`src/pkg/drr_pkg.sv`:
```
// Overview of operation
// - Each of the seven first-controller channels ORs its assigned request lines.
// - Each of the five second-controller channels ORs its assigned request lines.
// - Relocate bit clear: advanced-timer captures one/two go to first channels 2/3.
// - Relocate bit set: both advanced-timer capture requests go to first channel 6.
// - High density: converter requests go first 3/4 when set, second 3/4 when clear.
// - Low/medium density: converter requests always go to first channels 3 and 4.
// - First-controller channels 1, 5 and 7 have a fixed source set; channels 2, 3, 4 and 6 follow the relocate bits.
// - Second-controller channels 1, 2 and 5 have a fixed source set; channels 3 and 4 follow the converter relocate bit.
// - Second controller and its routing exist only in the high-density variant.
// - Second controller has only five channels; channels six and seven do nothing.
// - Controller registers take byte, halfword and word accesses.
package drr_pkg;

    // Device variants
    typedef enum logic [0:0] {
        DRR_LOW_MEDIUM_DENSITY = 1'h0,
        DRR_HIGH_DENSITY = 1'h1
    } drr_variant_e;

    // Channel counts of the two controllers
    localparam int unsigned DRR_FIRST_CHANNELS = 7;
    localparam int unsigned DRR_SECOND_CHANNELS = 5;

    // OR input width of each first-controller channel; channels 2 and 6 include one input tied low
    localparam int unsigned DRR_F1_SRC = 3;
    localparam int unsigned DRR_F2_SRC = 6;
    localparam int unsigned DRR_F3_SRC = 6;
    localparam int unsigned DRR_F4_SRC = 8;
    localparam int unsigned DRR_F5_SRC = 10;
    localparam int unsigned DRR_F6_SRC = 9;
    localparam int unsigned DRR_F7_SRC = 7;

    // Number of request lines feeding each second-controller channel
    localparam int unsigned DRR_S1_SRC = 4;
    localparam int unsigned DRR_S2_SRC = 3;
    localparam int unsigned DRR_S3_SRC = 2;
    localparam int unsigned DRR_S4_SRC = 3;
    localparam int unsigned DRR_S5_SRC = 2;

endpackage : drr_pkg

```
`src/rtl/drr_req_or.sv`:
```
// OR of all request lines assigned to one channel
module drr_req_or #(
    parameter int unsigned WIDTH = 2
) (
    // Source request levels
    input wire logic [WIDTH-1:0] srcReq,
    // Combined channel request
    output logic chanReq
);
    // No storage: request reaches the channel in the same cycle
    assign chanReq = |srcReq;
endmodule : drr_req_or

```
`src/rtl/dma_request_router.sv`:
```
module dma_request_router #(
    parameter drr_pkg::drr_variant_e VARIANT = drr_pkg::DRR_HIGH_DENSITY
) (
    // Clock and reset
    input wire logic ref_clk,
    input wire logic rstn,
    // Relocation bits from the pin function unit
    input wire logic advTimerRequestRelocate,
    input wire logic basicTimerConverterRelocate,
    // Analog converter
    input wire logic analogConverterReq,
    // Serial peripheral interfaces
    input wire logic serialOneRxReq,
    input wire logic serialOneTxReq,
    input wire logic serialTwoRxReq,
    input wire logic serialTwoTxReq,
    input wire logic serialThreeRxReq,
    input wire logic serialThreeTxReq,
    // Synchronous/asynchronous serial units
    input wire logic usartOneTxReq,
    input wire logic usartOneRxReq,
    input wire logic usartTwoTxReq,
    input wire logic usartTwoRxReq,
    input wire logic usartThreeTxReq,
    input wire logic usartThreeRxReq,
    input wire logic fourthUartTransmitReq,
    input wire logic fourthUartReceiveReq,
    input wire logic fifthUartTransmitReq,
    input wire logic fifthUartReceiveReq,
    // Two-wire bus units
    input wire logic twoWireOneTxReq,
    input wire logic twoWireOneRxReq,
    input wire logic twoWireTwoTxReq,
    input wire logic twoWireTwoRxReq,
    // Advanced timer
    input wire logic advTimerCaptureOneReq,
    input wire logic advTimerCaptureTwoReq,
    input wire logic advTimerCaptureThreeReq,
    input wire logic advTimerCaptureFourReq,
    input wire logic advTimerTriggerReq,
    input wire logic advTimerCommutationReq,
    input wire logic advTimerUpdateReq,
    // General timer two
    input wire logic gpTimerTwoCaptureOneReq,
    input wire logic gpTimerTwoCaptureTwoReq,
    input wire logic gpTimerTwoCaptureThreeReq,
    input wire logic gpTimerTwoCaptureFourReq,
    input wire logic gpTimerTwoUpdateReq,
    // General timer three
    input wire logic gpTimerThreeCaptureOneReq,
    input wire logic gpTimerThreeCaptureThreeReq,
    input wire logic gpTimerThreeCaptureFourReq,
    input wire logic gpTimerThreeUpdateReq,
    input wire logic gpTimerThreeTriggerReq,
    // General timer four
    input wire logic gpTimerFourCaptureOneReq,
    input wire logic gpTimerFourCaptureTwoReq,
    input wire logic gpTimerFourCaptureThreeReq,
    input wire logic gpTimerFourUpdateReq,
    // Timer five
    input wire logic timerFiveCaptureOneReq,
    input wire logic timerFiveCaptureTwoReq,
    input wire logic timerFiveCaptureThreeReq,
    input wire logic timerFiveCaptureFourReq,
    input wire logic timerFiveUpdateReq,
    input wire logic timerFiveTriggerReq,
    // Basic timers shared with converter channels
    input wire logic basicTimerConverterOneReq,
    input wire logic basicTimerConverterTwoReq,
    // Small timer fifteen
    input wire logic smallTimerFifteenCaptureOneReq,
    input wire logic smallTimerFifteenUpdateReq,
    input wire logic smallTimerFifteenTriggerReq,
    input wire logic smallTimerFifteenCommutationReq,
    // Small timers sixteen and seventeen
    input wire logic smallTimerSixteenCaptureOneReq,
    input wire logic smallTimerSixteenUpdateReq,
    input wire logic smallTimerSeventeenCaptureOneReq,
    input wire logic smallTimerSeventeenUpdateReq,
    // Channel requests, bit 0 is channel 1
    output logic [drr_pkg::DRR_FIRST_CHANNELS-1:0] firstChanReq,
    output logic [drr_pkg::DRR_SECOND_CHANNELS-1:0] secondChanReq
);
    import drr_pkg::*;

    logic rstMeta;
    logic rstSyncN;
    logic hasSecond;
    logic advToSix;
    logic advCapOneLow;
    logic advCapTwoLow;
    logic advCapHigh;
    logic convToFirst;
    logic convOneFirst;
    logic convTwoFirst;
    logic convOneSecond;
    logic convTwoSecond;
    logic [DRR_SECOND_CHANNELS-1:0] secondRaw;

    // Reset release through two flops; only the checks below use it
    always_ff @(posedge ref_clk or negedge rstn) begin
        if (!rstn) begin
            rstMeta <= 1'b0;
            rstSyncN <= 1'b0;
        end else begin
            rstMeta <= 1'b1;
            rstSyncN <= rstMeta;
        end
    end

    // Variant decides whether the second controller is present
    assign hasSecond = (VARIANT == DRR_HIGH_DENSITY);

    // Advanced timer capture steering
    assign advToSix = advTimerRequestRelocate;
    assign advCapOneLow = advTimerCaptureOneReq & ~advToSix;
    assign advCapTwoLow = advTimerCaptureTwoReq & ~advToSix;
    assign advCapHigh = (advTimerCaptureOneReq | advTimerCaptureTwoReq) & advToSix;

    // Converter steering; smaller variants ignore the relocate bit
    assign convToFirst = ~hasSecond | basicTimerConverterRelocate;
    assign convOneFirst = basicTimerConverterOneReq & convToFirst;
    assign convTwoFirst = basicTimerConverterTwoReq & convToFirst;
    assign convOneSecond = basicTimerConverterOneReq & ~convToFirst;
    assign convTwoSecond = basicTimerConverterTwoReq & ~convToFirst;

    // First controller channels; the OR cannot separate two live sources,
    // so software keeps one source enabled per channel
    drr_req_or #(.WIDTH(DRR_F1_SRC)) uFirst1 (
        .srcReq({analogConverterReq, gpTimerTwoCaptureThreeReq, gpTimerFourCaptureOneReq}),
        .chanReq(firstChanReq[0])
    );
    drr_req_or #(.WIDTH(DRR_F2_SRC)) uFirst2 (
        .srcReq({serialOneRxReq, usartThreeTxReq, advCapOneLow, gpTimerTwoUpdateReq,
                 gpTimerThreeCaptureThreeReq, 1'b0}),
        .chanReq(firstChanReq[1])
    );
    drr_req_or #(.WIDTH(DRR_F3_SRC)) uFirst3 (
        .srcReq({serialOneTxReq, usartThreeRxReq, advCapTwoLow,
                 gpTimerThreeCaptureFourReq, gpTimerThreeUpdateReq, convOneFirst}),
        .chanReq(firstChanReq[2])
    );
    drr_req_or #(.WIDTH(DRR_F4_SRC)) uFirst4 (
        .srcReq({serialTwoRxReq, usartOneTxReq, twoWireTwoTxReq,
                 advTimerCaptureFourReq, advTimerTriggerReq, advTimerCommutationReq,
                 gpTimerFourCaptureTwoReq, convTwoFirst}),
        .chanReq(firstChanReq[3])
    );
    drr_req_or #(.WIDTH(DRR_F5_SRC)) uFirst5 (
        .srcReq({serialTwoTxReq, usartOneRxReq, twoWireTwoRxReq, advTimerUpdateReq,
                 gpTimerTwoCaptureOneReq, gpTimerFourCaptureThreeReq,
                 smallTimerFifteenCaptureOneReq, smallTimerFifteenUpdateReq,
                 smallTimerFifteenTriggerReq, smallTimerFifteenCommutationReq}),
        .chanReq(firstChanReq[4])
    );
    drr_req_or #(.WIDTH(DRR_F6_SRC)) uFirst6 (
        .srcReq({usartTwoRxReq, twoWireOneTxReq, advTimerCaptureThreeReq, advCapHigh,
                 gpTimerThreeCaptureOneReq, gpTimerThreeTriggerReq,
                 smallTimerSixteenCaptureOneReq, smallTimerSixteenUpdateReq, 1'b0}),
        .chanReq(firstChanReq[5])
    );
    drr_req_or #(.WIDTH(DRR_F7_SRC)) uFirst7 (
        .srcReq({usartTwoTxReq, twoWireOneRxReq, gpTimerTwoCaptureTwoReq,
                 gpTimerTwoCaptureFourReq, gpTimerFourUpdateReq,
                 smallTimerSeventeenCaptureOneReq, smallTimerSeventeenUpdateReq}),
        .chanReq(firstChanReq[6])
    );

    // Second controller channels; only five exist, so no six or seven
    drr_req_or #(.WIDTH(DRR_S1_SRC)) uSecond1 (
        .srcReq({serialThreeRxReq, fifthUartTransmitReq, timerFiveCaptureFourReq,
                 timerFiveTriggerReq}),
        .chanReq(secondRaw[0])
    );
    drr_req_or #(.WIDTH(DRR_S2_SRC)) uSecond2 (
        .srcReq({serialThreeTxReq, timerFiveCaptureThreeReq, timerFiveUpdateReq}),
        .chanReq(secondRaw[1])
    );
    drr_req_or #(.WIDTH(DRR_S3_SRC)) uSecond3 (
        .srcReq({fourthUartReceiveReq, convOneSecond}),
        .chanReq(secondRaw[2])
    );
    drr_req_or #(.WIDTH(DRR_S4_SRC)) uSecond4 (
        .srcReq({fifthUartReceiveReq, timerFiveCaptureTwoReq, convTwoSecond}),
        .chanReq(secondRaw[3])
    );
    drr_req_or #(.WIDTH(DRR_S5_SRC)) uSecond5 (
        .srcReq({fourthUartTransmitReq, timerFiveCaptureOneReq}),
        .chanReq(secondRaw[4])
    );

    // Absent controller sees no requests at all
    assign secondChanReq = hasSecond ? secondRaw : '0;
endmodule : dma_request_router

```
`config.mk`:
```
export PLATFORM = sky130hd
export DESIGN_NAME = dma_request_router
export DESIGN_NICKNAME = d
export VERILOG_FILES = /design/src/pkg/drr_pkg.sv /design/src/rtl/drr_req_or.sv /design/src/rtl/dma_request_router.sv
export SDC_FILE = /design/constraint.sdc
export NUM_CORES = 1
export LEC_CHECK = 0
export BUFFER_PORTS_ARGS = -buffer_cell sky130_fd_sc_hd__buf_2
export CAP_MARGIN = 30
export CORE_AREA = 2 2 39 41
export DETAILED_ROUTE_END_ITERATION = 12
export DIE_AREA = 0 0 41 43
export PLACE_DENSITY = 0.79
export RECOVER_POWER = 50
export SETUP_SLACK_MARGIN = 0.02
export SLEW_MARGIN = 20
export SYNTH_ARGS = -nofsm -noshare
export SYNTH_HDL_FRONTEND = slang
export SYNTH_SLANG_ARGS = --single-unit
```
`constraint.sdc`:
```
create_clock -name vclk -period 1.3
set_clock_uncertainty 0.1 [all_clocks]
set_input_delay 0.065 -clock vclk [all_inputs]
set_output_delay 0.065 -clock vclk [all_outputs]
set_load 0.02 [all_outputs]
```
# Word level (Yosys, flattened, before mapping)
# Index checks and enable logic that the tools add are counted.
[word_totals]
output_inout_bits = 12
ff_bits = 0
word_cells = 22
[classes]
reduce_logical = 12
bitwise = 10
[ops]
columns = ["op", "n"]
rows = [
  ["OR reduction 8 bit", 2],
  ["OR reduction 10 bit", 1],
  ["OR reduction 3 bit", 3],
  ["bitwise AND 1 bit", 7],
  ["OR reduction 7 bit", 1],
  ["OR reduction 6 bit", 1],
  ["OR reduction 5 bit", 1],
  ["OR reduction 2 bit", 2],
  ["OR reduction 4 bit", 1],
  ["NOT 1 bit", 2],
  ["OR 1 bit", 1],
]

# Logic depth before layout (Yosys ltp)
# Gate-level depths: netlist (run 1).
[logic_depth]
ltp_word = 3
ltp_mapped = 3

# Hierarchy
# A second synthesis (run 1) with hierarchy kept.
[hier_totals]
hier_cells = 34
area_unflattened_um2 = 187.7
[modules_own_cells]
columns = ["module", "n_inst", "cells_per_inst", "area_each_um2"]
rows = [
  ["dma_request_router", 1, 8, 48.8],
  ["drr_req_or at uFirst1 ...", 5, 1, 6.3],
  ["drr_req_or at uFirst2 ...", 2, 3, 13.8],
  ["drr_req_or at uFirst5", 1, 4, 21.3],
  ["drr_req_or at uFirst6", 1, 4, 20.0],
  ["drr_req_or at uFirst4", 1, 3, 16.3],
  ["drr_req_or at uFirst7", 1, 3, 15.0],
  ["drr_req_or at uSecond1", 1, 1, 7.5],
]

# Worst setup path after synthesis (run 1)
# No wires, ideal clock.
[synth_path]
path_type = "in2out"
from = "input fifthUartTransmitReq"
to = "output secondChanReq[0] (netlist bit)"
path_stages = 2
n_path_buf = 1
t_arrival_ns = 0.732
setup_slack_ns = 0.403
path_cell_list = "or4_1 buf_4"
[synth_between]
elab_chain_cells = 1
[synth_rtl]
columns = ["item", "line_no", "source"]
rows = [
  ["start: declaration", "dma_request_router.sv:28", "input wire logic fifthUartTransmitReq,"],
  ["OR reduction 4 bit", "drr_req_or.sv:11", "assign chanReq = |srcReq;"],
  ["end: declaration", "dma_request_router.sv:82", "output logic [drr_pkg::DRR_SECOND_CHANNELS-1:0] secondChanReq"],
]
# Every way passes these cells.

# Worst setup path after layout (run 1)
# Same ends and word-level chain as after synthesis.

==> results.cfg, run 1 <==
[layout]
area.growth.synth_to_final_pct = 113
nets = 165
design_area_um2 = 533
clock_tree_buffer_count_of_the_final_layout = 0
layout.area.seq_um2 = 0
fillCellCount = 149
finalNonFillerCells = 117
drive_gt1_frac = 0.663
fin_util = 0.385
antennaDiodeCount = 0
n_sequential_cell = 0

[cts]
cts-resized-gates = 0
ctsHoldBuffers = 0
post_cts.repair.setup_buffers = 0

[grt]
grt_overflow_total = 0
first_global_vias = 409
grt_antenna_before_repair = 0
largest_net_degree_at_the_start_of_global_routing = 4
grt_pass1_wl_mm = 1.35
grt_util_all_layers = 0.101

[detailed_routing]
first_iter_violations = 5
drt_wl_total_um = 996
routed-via-count = 507
drcViolationCount = 0
routed_via_density = 4.33
drtAntennaViolNets = 0
post_drt_wl_per_cell_um = 8.51
detailedRoute.firstPassIterationCount = 4

[floorplanning]
die-area_um2 = 1760
coreArea_um2 = 1380
fp.dieH_um = 43
num_io_pins = 74
fp-row-count = 14
initial_core_util = 0.181
die_width_um = 41

[job]
drv_cap = 0

[timing]
setup_ws_ns = 0.314
period_minus_slack_ns = 0.986
timing.max_slew.rel_slack = 0.825
hold_violations = 0
total_neg_setup_slack_ns = 0
timing_max_transition_violations_final = 0
timing_worst_slew_pin_value_ns = 0.264
maxClockFrequency_mhz = 1010
hold_ws_ns = 0.323
min_period_over_period = 0.758
final-setup-viol-count = 0
rsz0062_at_grt = no

[worst_setup_path]
critical_path.most_common_cell = sky130_fd_sc_hd__buf_2
cp.required_ns = 1.13
arrival_ns = 0.82
critPathMaxStageDelay_ns = 0.49
worst-path-max-fanout = 1
cell_at_the_slowest_stage_of_the_critical_path = sky130_fd_sc_hd__or4_1
path_cells = buf_2, or4_1, buf_2
setup.worst_path.start_class = input pin
worstPathBufferInverterCount = 2
worstSetupEndpointType = output pin
critical_path.startpoint = fifthUartTransmitReq
critical-path-top-delay-family = simple AND/OR/NAND/NOR gates
critical_path_class = input pin to output pin

[hold_path]
holdCritPathClass = input pin to output pin
holdCritStartpoint = smallTimerSeventeenUpdateReq

[yosys]
yosys-top-cells-count = 12 x sky130_fd_sc_hd__buf_4, 7 x sky130_fd_sc_hd__nor4_1, 4 x sky130_fd_sc_hd__nand3_1
yosys-top-cells-area = sky130_fd_sc_hd__buf_4 36%, sky130_fd_sc_hd__nor4_1 18%, sky130_fd_sc_hd__nand3_1 8.0%
syn_area_per_cell_um2 = 6.10
top_area_cell_type_share_of_the_netlist_area = 0.360
synth.cell_area_um2 = 250
post-synth-top-count-cell = sky130_fd_sc_hd__buf_4
post_synth_inst_count = 41
mappedNetlistNets = 103
synth_sequential_area_ratio = 0
synthesis.yosys.warnings = 0
synth.distinct_cells = 14
yosysTopAreaCell = sky130_fd_sc_hd__buf_4

[placed_design]
placed_cells = 117
dp_hpwl_um = 981
place.gp.congestion = 0.702
numPortBuffers = 72
dpl_worst_slack_ns = 0.313
placed_cell_area_um2 = 541

[power_and_ir_drop]
cellLeakagePower_nw = 0.300
power_density_nw_per_um2 = 240
vdd_drop_max_mv = 0.0777
total_power_mw = 0.128

[run_status]
run_status = complete, no violations
[metal layers]
metal / up-vias / GRT usage / part of all wire
li1: 259 / - / -
met1: 208 / 0.0633 / 0.24
met2: 40 / 0.241 / 0.58
met3: 0 / 0.0209 / 0.18
met4: 0 / 0 / 0
met5: - / 0 / 0
[path summary, 6_finish.rpt]
check	endpoint	slack, ns	depth (start not counted)
setup / recovery	secondChanReq[0]	0.31	3
hold / removal	firstChanReq[6]	0.32	4
[layout make-up]
type | count | area [um^2] | share of cell area
inverters | 2 | 7.51 | 0.0141
well taps | 16 | 20.0 | 0.0376
multi-input cells | 27 | 153 | 0.286
repair buffers | 72 | 353 | 0.662
[cell families (layout without fill, tap and decap cells)]
| kind of cell | count (synthesis) | in the layout | share of synthesized area |
|---|---|---|---|
| AOI/OAI and AO/OA | 4 | 4 | 0.105 |
| buffers and inverters | 14 | 74 | 0.390 |
| and+or+nand+nor | 23 | 23 | 0.505 |
[power breakdown]
part | internal [mW] | leakage, nW | total (mW) | switching [mW]
Combinational | 0.0785 | 0.300 | 0.128 | 0.0493
Sequential | 0 | 0 | 0 | 0
Clock | 0 | 0 | 0 | 0
Total | 0.0785 | 0.300 | 0.128 | 0.0493
[layout by cell type (no fill, tap or decap)]
cell and instances:
sky130_fd_sc_hd__or3_1 2, sky130_fd_sc_hd__nor4_1 7, sky130_fd_sc_hd__nand2_1 3, sky130_fd_sc_hd__a211o_1 1, sky130_fd_sc_hd__nand3_1 4, sky130_fd_sc_hd__nor2_1 1
sky130_fd_sc_hd__or4_1 1, sky130_fd_sc_hd__buf_2 66, sky130_fd_sc_hd__o21ai_0 2, sky130_fd_sc_hd__clkbuf_1 6, sky130_fd_sc_hd__or2_2 1, sky130_fd_sc_hd__inv_1 2
sky130_fd_sc_hd__a21o_1 1, sky130_fd_sc_hd__nand2b_1 1, sky130_fd_sc_hd__nor3_1 3
Note: power is estimated with default switching activity, not from simulation.
==> run 2, diff against run 1 <==
--- a/config.mk
+++ b/config.mk
@@ -5,12 +5,12 @@
 export SDC_FILE = /design/constraint.sdc
 export NUM_CORES = 1
 export LEC_CHECK = 0
+export ABC_AREA = 1
 export BUFFER_PORTS_ARGS = -buffer_cell sky130_fd_sc_hd__buf_2
 export CAP_MARGIN = 30
-export CORE_AREA = 2 2 39 41
+export CORE_UTILIZATION = 22
 export DETAILED_ROUTE_END_ITERATION = 12
-export DIE_AREA = 0 0 41 43
-export PLACE_DENSITY = 0.79
+export PLACE_DENSITY = 0.8
 export RECOVER_POWER = 50
 export SETUP_SLACK_MARGIN = 0.02
 export SLEW_MARGIN = 20
==> constraint.sdc (replaced) <==
create_clock -name vclk -period 0.9
set_clock_uncertainty 0.1 [all_clocks]
set_input_delay 0.045 -clock vclk [all_inputs]
set_output_delay 0.045 -clock vclk [all_outputs]
set_load 0.02 [all_outputs]
==> run 2 against run 1 <==
Net effect:
- synthesized cell count rose by 66%
- core utilization grew 6.8 points
- area after synthesis rose by 32%
- critical path depth rose by 2
- cell count increased by 22%
- global-route usage rose by 0.11 points
- final area up 15%
- combinational power rose by 63%
- clock-buffer cell count unchanged
- setup slack got worse by 0.21 ns
- non-clock buffer count is the same
==> results.cfg, run 2 <==
[hold_path]
holdCritPathClass = input pin to output pin
holdCritStartpoint = timerFiveUpdateReq
min_to = secondChanReq[1]
holdPathStages = 3

[yosys]
synth_top_family_by_area = simple AND/OR/NAND/NOR gates
yosys-top-cells-count = 19 x sky130_fd_sc_hd__nor2_1, 14 x sky130_fd_sc_hd__nand2_1, 12 x sky130_fd_sc_hd__buf_4
post-synth-top-count-cell = sky130_fd_sc_hd__nor2_1
synth_sequential_area_ratio = 0
synth.cell_area_um2 = 330
yosys.area_share.xor_xnor = 0
synth-compound-area-share = 0.0379
yosysTopAreaCell = sky130_fd_sc_hd__buf_4
syn_area_per_cell_um2 = 4.86
synth_adder_area_share = 0
yosys-mux-area-fraction = 0
synth.distinct_cells = 13
yosys-top-cells-area = sky130_fd_sc_hd__buf_4 27%, sky130_fd_sc_hd__nor2_1 22%, sky130_fd_sc_hd__nand2_1 16%
top_area_cell_type_share_of_the_netlist_area = 0.273
synth_simple_gate_area_frac = 0.587
mappedNetlistNets = 130
post_synth_inst_count = 68
synthesis.yosys.warnings = 0

[power_and_ir_drop]
cellLeakagePower_nw = 0.386
p_seq_frac = 0
p_switching_mw = 0.0850
switching_share = 0.407
power_density_nw_per_um2 = 341
power.combinational.fraction = 1.000
total_power_mw = 0.209
vdd_drop_max_mv = 0.133
intPower_mw = 0.124
clock_power_share = 0

[worst_setup_path]
setup.worst_path.start_class = input pin
worstSetupEndpointType = output pin
critical_path_class = input pin to output pin
worst-path-max-fanout = 1
cp.required_ns = 0.75
arrival_ns = 0.65

[floorplanning]
num_io_pins = 74
fp-row-count = 13
fp.dieH_um = 40.8
coreArea_um2 = 1350
die_width_um = 40.8
die-area_um2 = 1660
initial_core_util = 0.245

[placed_design]
numPortBuffers = 72
dp_hpwl_um = 979
place.gp.congestion = 0.672

[layout]
n_sequential_cell = 0
clock_tree_buffer_count_of_the_final_layout = 0
fin_util = 0.453
layout.area.seq_um2 = 0
drive_gt1_frac = 0.523
most-common-layout-cells = 66 x sky130_fd_sc_hd__buf_2, 19 x sky130_fd_sc_hd__nor2_1, 14 x sky130_fd_sc_hd__nand2_1, 9 x sky130_fd_sc_hd__inv_1, 6 x sky130_fd_sc_hd__clkbuf_1
final_common_cell = sky130_fd_sc_hd__buf_2
antennaDiodeCount = 0
fillCellCount = 157
area.growth.synth_to_final_pct = 85.2
nets = 192

[timing]
timing_max_transition_violations_final = 0
maxClockFrequency_mhz = 1250
hold_violations = 0
rsz0062_at_grt = no
total_neg_setup_slack_ns = 0
min_period_over_period = 0.888
final-setup-viol-count = 0
period_minus_slack_ns = 0.799
hold_ws_ns = 0.284
timing.max_slew.rel_slack = 0.821
timing_worst_slew_pin_value_ns = 0.270

[job]
drv_cap = 0

[cts]
post_cts.repair.setup_buffers = 0
cts-resized-gates = 0
ctsHoldBuffers = 0

[grt]
grt_pass1_wl_mm = 1.20
largest_net_degree_at_the_start_of_global_routing = 4
grt_overflow_total = 0
first_global_vias = 402
grt_util_all_layers = 0.102
grt_antenna_before_repair = 0

[detailed_routing]
post_drt_wl_per_cell_um = 7.01
routed-via-count = 587
routed_via_density = 4.10
drcViolationCount = 0
drt_wl_total_mm = 1.00
detailedRoute.firstPassIterationCount = 4
first_iter_violations = 4
drtAntennaViolNets = 0

[run_status]
run_status = complete, no violations
[run 2: changes by cell type in the layout (fill, tap and decap cells not counted), sizes merged, moves of 2 or more]
cell and change:
nor2 +18, nand2 +11, inv +7, nor4 -7, and2 +2, nor3 -2
or2 +2
[run 2: power groups by stage]
stage / clock (mW) / sequential, mW / combinational, mW
6_report: 0 / 0 / 0.209
5_1_grt: 0 / 0 / 0.241
4_1_cts: 0 / 0 / 0.214
3_5_place_dp: 0 / 0 / 0.213
3_3_place_gp: 0 / 0 / 0.206
2_1_floorplan: 0 / 0 / 0.0904
[run 2: cells by family after synthesis]
logic type      Yosys count
compound gates            2
buf+inv                  21
simple gates             45
[run 2: area by class of cell]
| class | count | area, um^2 | share of cell area |
|---|---|---|---|
| timing repair buffer | 72 | 353 | 0.577 |
| inverter | 9 | 33.8 | 0.0552 |
| tap | 15 | 18.8 | 0.0307 |
| multi-input combinational | 47 | 206 | 0.337 |
[run 2: stage by stage]
stage                     setup WS, ns  std cells  cell area, um^2
after CTS                        0.107        143              619
after detailed placement         0.107        143              619
after global placement           0.111        143              619
after global routing            0.0339        143              612
after floorplan                  0.202         68              330
final                            0.101        143              612
[run 2: routing by layer]
metal | GRT usage | share of wire | routed length [um]
met2 | 0.274 | 0.57 | 570
met1 | 0.0705 | 0.30 | 305
met3 | 0 | 0.13 | 126
met4 | 0 | 0 | 0
met5 | 0 | 0 | 0
[run 2: worst max-delay path by stage]
stage | from | end | slack (ns) | depth (start not counted)
3_3_place_gp | timerFiveCaptureThreeReq | secondChanReq[1] | 0.11 | 3
3_5_place_dp | gpTimerFourCaptureOneReq | firstChanReq[0] | 0.11 | 3
2_1_floorplan | gpTimerFourCaptureOneReq | firstChanReq[0] | 0.20 | 2
6_report | usartOneRxReq | firstChanReq[4] | 0.10 | 5
5_1_grt | advTimerCommutationReq | firstChanReq[3] | 0.03 | 5
4_1_cts | timerFiveCaptureThreeReq | secondChanReq[1] | 0.11 | 3
[run 2: worst max-delay path, cell delays in order]
cell and delay [ns]:
sky130_fd_sc_hd__buf_2 0.09, sky130_fd_sc_hd__or2_0 0.20, sky130_fd_sc_hd__nor2_1 0.11, sky130_fd_sc_hd__nand2_1 0.05, sky130_fd_sc_hd__buf_2 0.15
==> run 3, diff against run 2 <==
--- a/config.mk
+++ b/config.mk
@@ -10,7 +10,7 @@
 export CAP_MARGIN = 30
 export CORE_UTILIZATION = 22
 export DETAILED_ROUTE_END_ITERATION = 12
-export PLACE_DENSITY = 0.8
+export PLACE_DENSITY = 0.81
 export RECOVER_POWER = 50
 export SETUP_SLACK_MARGIN = 0.02
 export SLEW_MARGIN = 20
==> run 3 against run 2 <==
Net effect:
- critical path depth stayed put
- clock-buffer cell count did not move
- sequential share of layout area is the same
- wire length down 5.0%
- final area is the same
- total power down 1.0%
- global-route usage did not move
- cell count is the same
- critical path type unchanged
- largest cell class unchanged
==> results.cfg, run 3 (synthesis gave the netlist of run 2 again) <==
[power_and_ir_drop]
vdd_drop_max_mv = 0.135
total_power_mw = 0.207
cellLeakagePower_nw = 0.385
power_density_nw_per_um2 = 338

[layout]
layout.area.seq_um2 = 0
design_area_um2 = 612
nets = 192
final_common_cell = sky130_fd_sc_hd__buf_2
finalNonFillerCells = 143
fin_util = 0.453
antennaDiodeCount = 0
n_sequential_cell = 0
drive_gt1_frac = 0.523
area.growth.synth_to_final_pct = 85.2
clock_tree_buffer_count_of_the_final_layout = 0
most-common-layout-cells = 66 x sky130_fd_sc_hd__buf_2, 19 x sky130_fd_sc_hd__nor2_1, 14 x sky130_fd_sc_hd__nand2_1, 9 x sky130_fd_sc_hd__inv_1, 6 x sky130_fd_sc_hd__clkbuf_1

[grt]
grt_overflow_total = 0
largest_net_degree_at_the_start_of_global_routing = 4
grtUsageMet2 = 0.274
grt_util_met3 = 0.0109
grt_pass1_wl_mm = 1.22
grt_util_all_layers = 0.102
grt_busiest_layer = met2
first_global_vias = 413
grt_antenna_before_repair = 0
globalRouteMet1Util = 0.0609

[timing]
setup_ws_ns = 0.108
timing.max_slew.rel_slack = 0.828
maxClockFrequency_mhz = 1260
hold_violations = 0
hold_ws_ns = 0.284
period_minus_slack_ns = 0.792
rsz0062_at_grt = no
timing_worst_slew_pin_value_ns = 0.259
final-setup-viol-count = 0
min_period_over_period = 0.880
total_neg_setup_slack_ns = 0
timing_max_transition_violations_final = 0

[run_status]
run_status = complete, no violations

[worst_setup_path]
critical_path_class = input pin to output pin
critical-path-top-delay-family = simple AND/OR/NAND/NOR gates
path_cells = buf_2, or2_0, nor2_1, nand2_1, buf_2
worst-path-max-fanout = 1
worstPathBufferInverterCount = 2
critical_path.most_common_cell = sky130_fd_sc_hd__buf_2
cell_at_the_slowest_stage_of_the_critical_path = sky130_fd_sc_hd__or2_0
critPathMaxStageDelay_ns = 0.21
setup.worst_path.start_class = input pin
arrival_ns = 0.65
cp.required_ns = 0.75
worstSetupEndpointType = output pin

[detailed_routing]
first_iter_violations = 0
drt_wl_total_um = 952
post_drt_wl_per_cell_um = 6.66
detailedRoute.firstPassIterationCount = 1
routed_via_density = 3.99
routed-via-count = 570
drcViolationCount = 0
drtAntennaViolNets = 0

[placed_design]
placed_cells = 143
placed_cell_area_um2 = 619
dp_hpwl_um = 934
place.gp.congestion = 0.665
dpl_worst_slack_ns = 0.106
numPortBuffers = 72

[hold_path]
holdPathStages = 3
holdCritStartpoint = timerFiveUpdateReq
min_to = secondChanReq[1]
holdCritPathClass = input pin to output pin

[floorplanning]
die_width_um = 40.8
fp.dieH_um = 40.8
coreArea_um2 = 1350
fp-row-count = 13
initial_core_util = 0.245
die-area_um2 = 1660
num_io_pins = 74

[cts]
cts-resized-gates = 0
ctsHoldBuffers = 0
post_cts.repair.setup_buffers = 0

[job]
drv_cap = 0
run 3: per-layer routing:
layer,vias up,part of all wire
li1,313,-
met1,218,0.30
met2,39,0.58
met3,0,0.12
met4,0,0
met5,-,0
run 3: power breakdown:
group	internal [mW]	leakage (nW)	switching (mW)
Sequential	0	0	0
Combinational	0.123	0.385	0.0836
Clock	0	0	0
run 3: worst max path at each step:
| stage | from | endpoint | slack (ns) | cells after the start |
|---|---|---|---|---|
| after detailed placement | gpTimerFourCaptureOneReq | firstChanReq[0] | 0.11 | 3 |
| after global placement | timerFiveCaptureThreeReq | secondChanReq[1] | 0.11 | 3 |
| after floorplan | gpTimerFourCaptureOneReq | firstChanReq[0] | 0.20 | 2 |
| final | usartOneRxReq | firstChanReq[4] | 0.11 | 5 |
| after CTS | gpTimerFourCaptureOneReq | firstChanReq[0] | 0.11 | 3 |
| after global routing | advTimerCommutationReq | firstChanReq[3] | 0.04 | 5 |
run 3: area by class of cell:
cell class | instances | area [um^2]
inverters | 9 | 33.8
well taps | 15 | 18.8
repair buffers | 72 | 353
multi-input cells | 47 | 206
fillers | 159 | 738
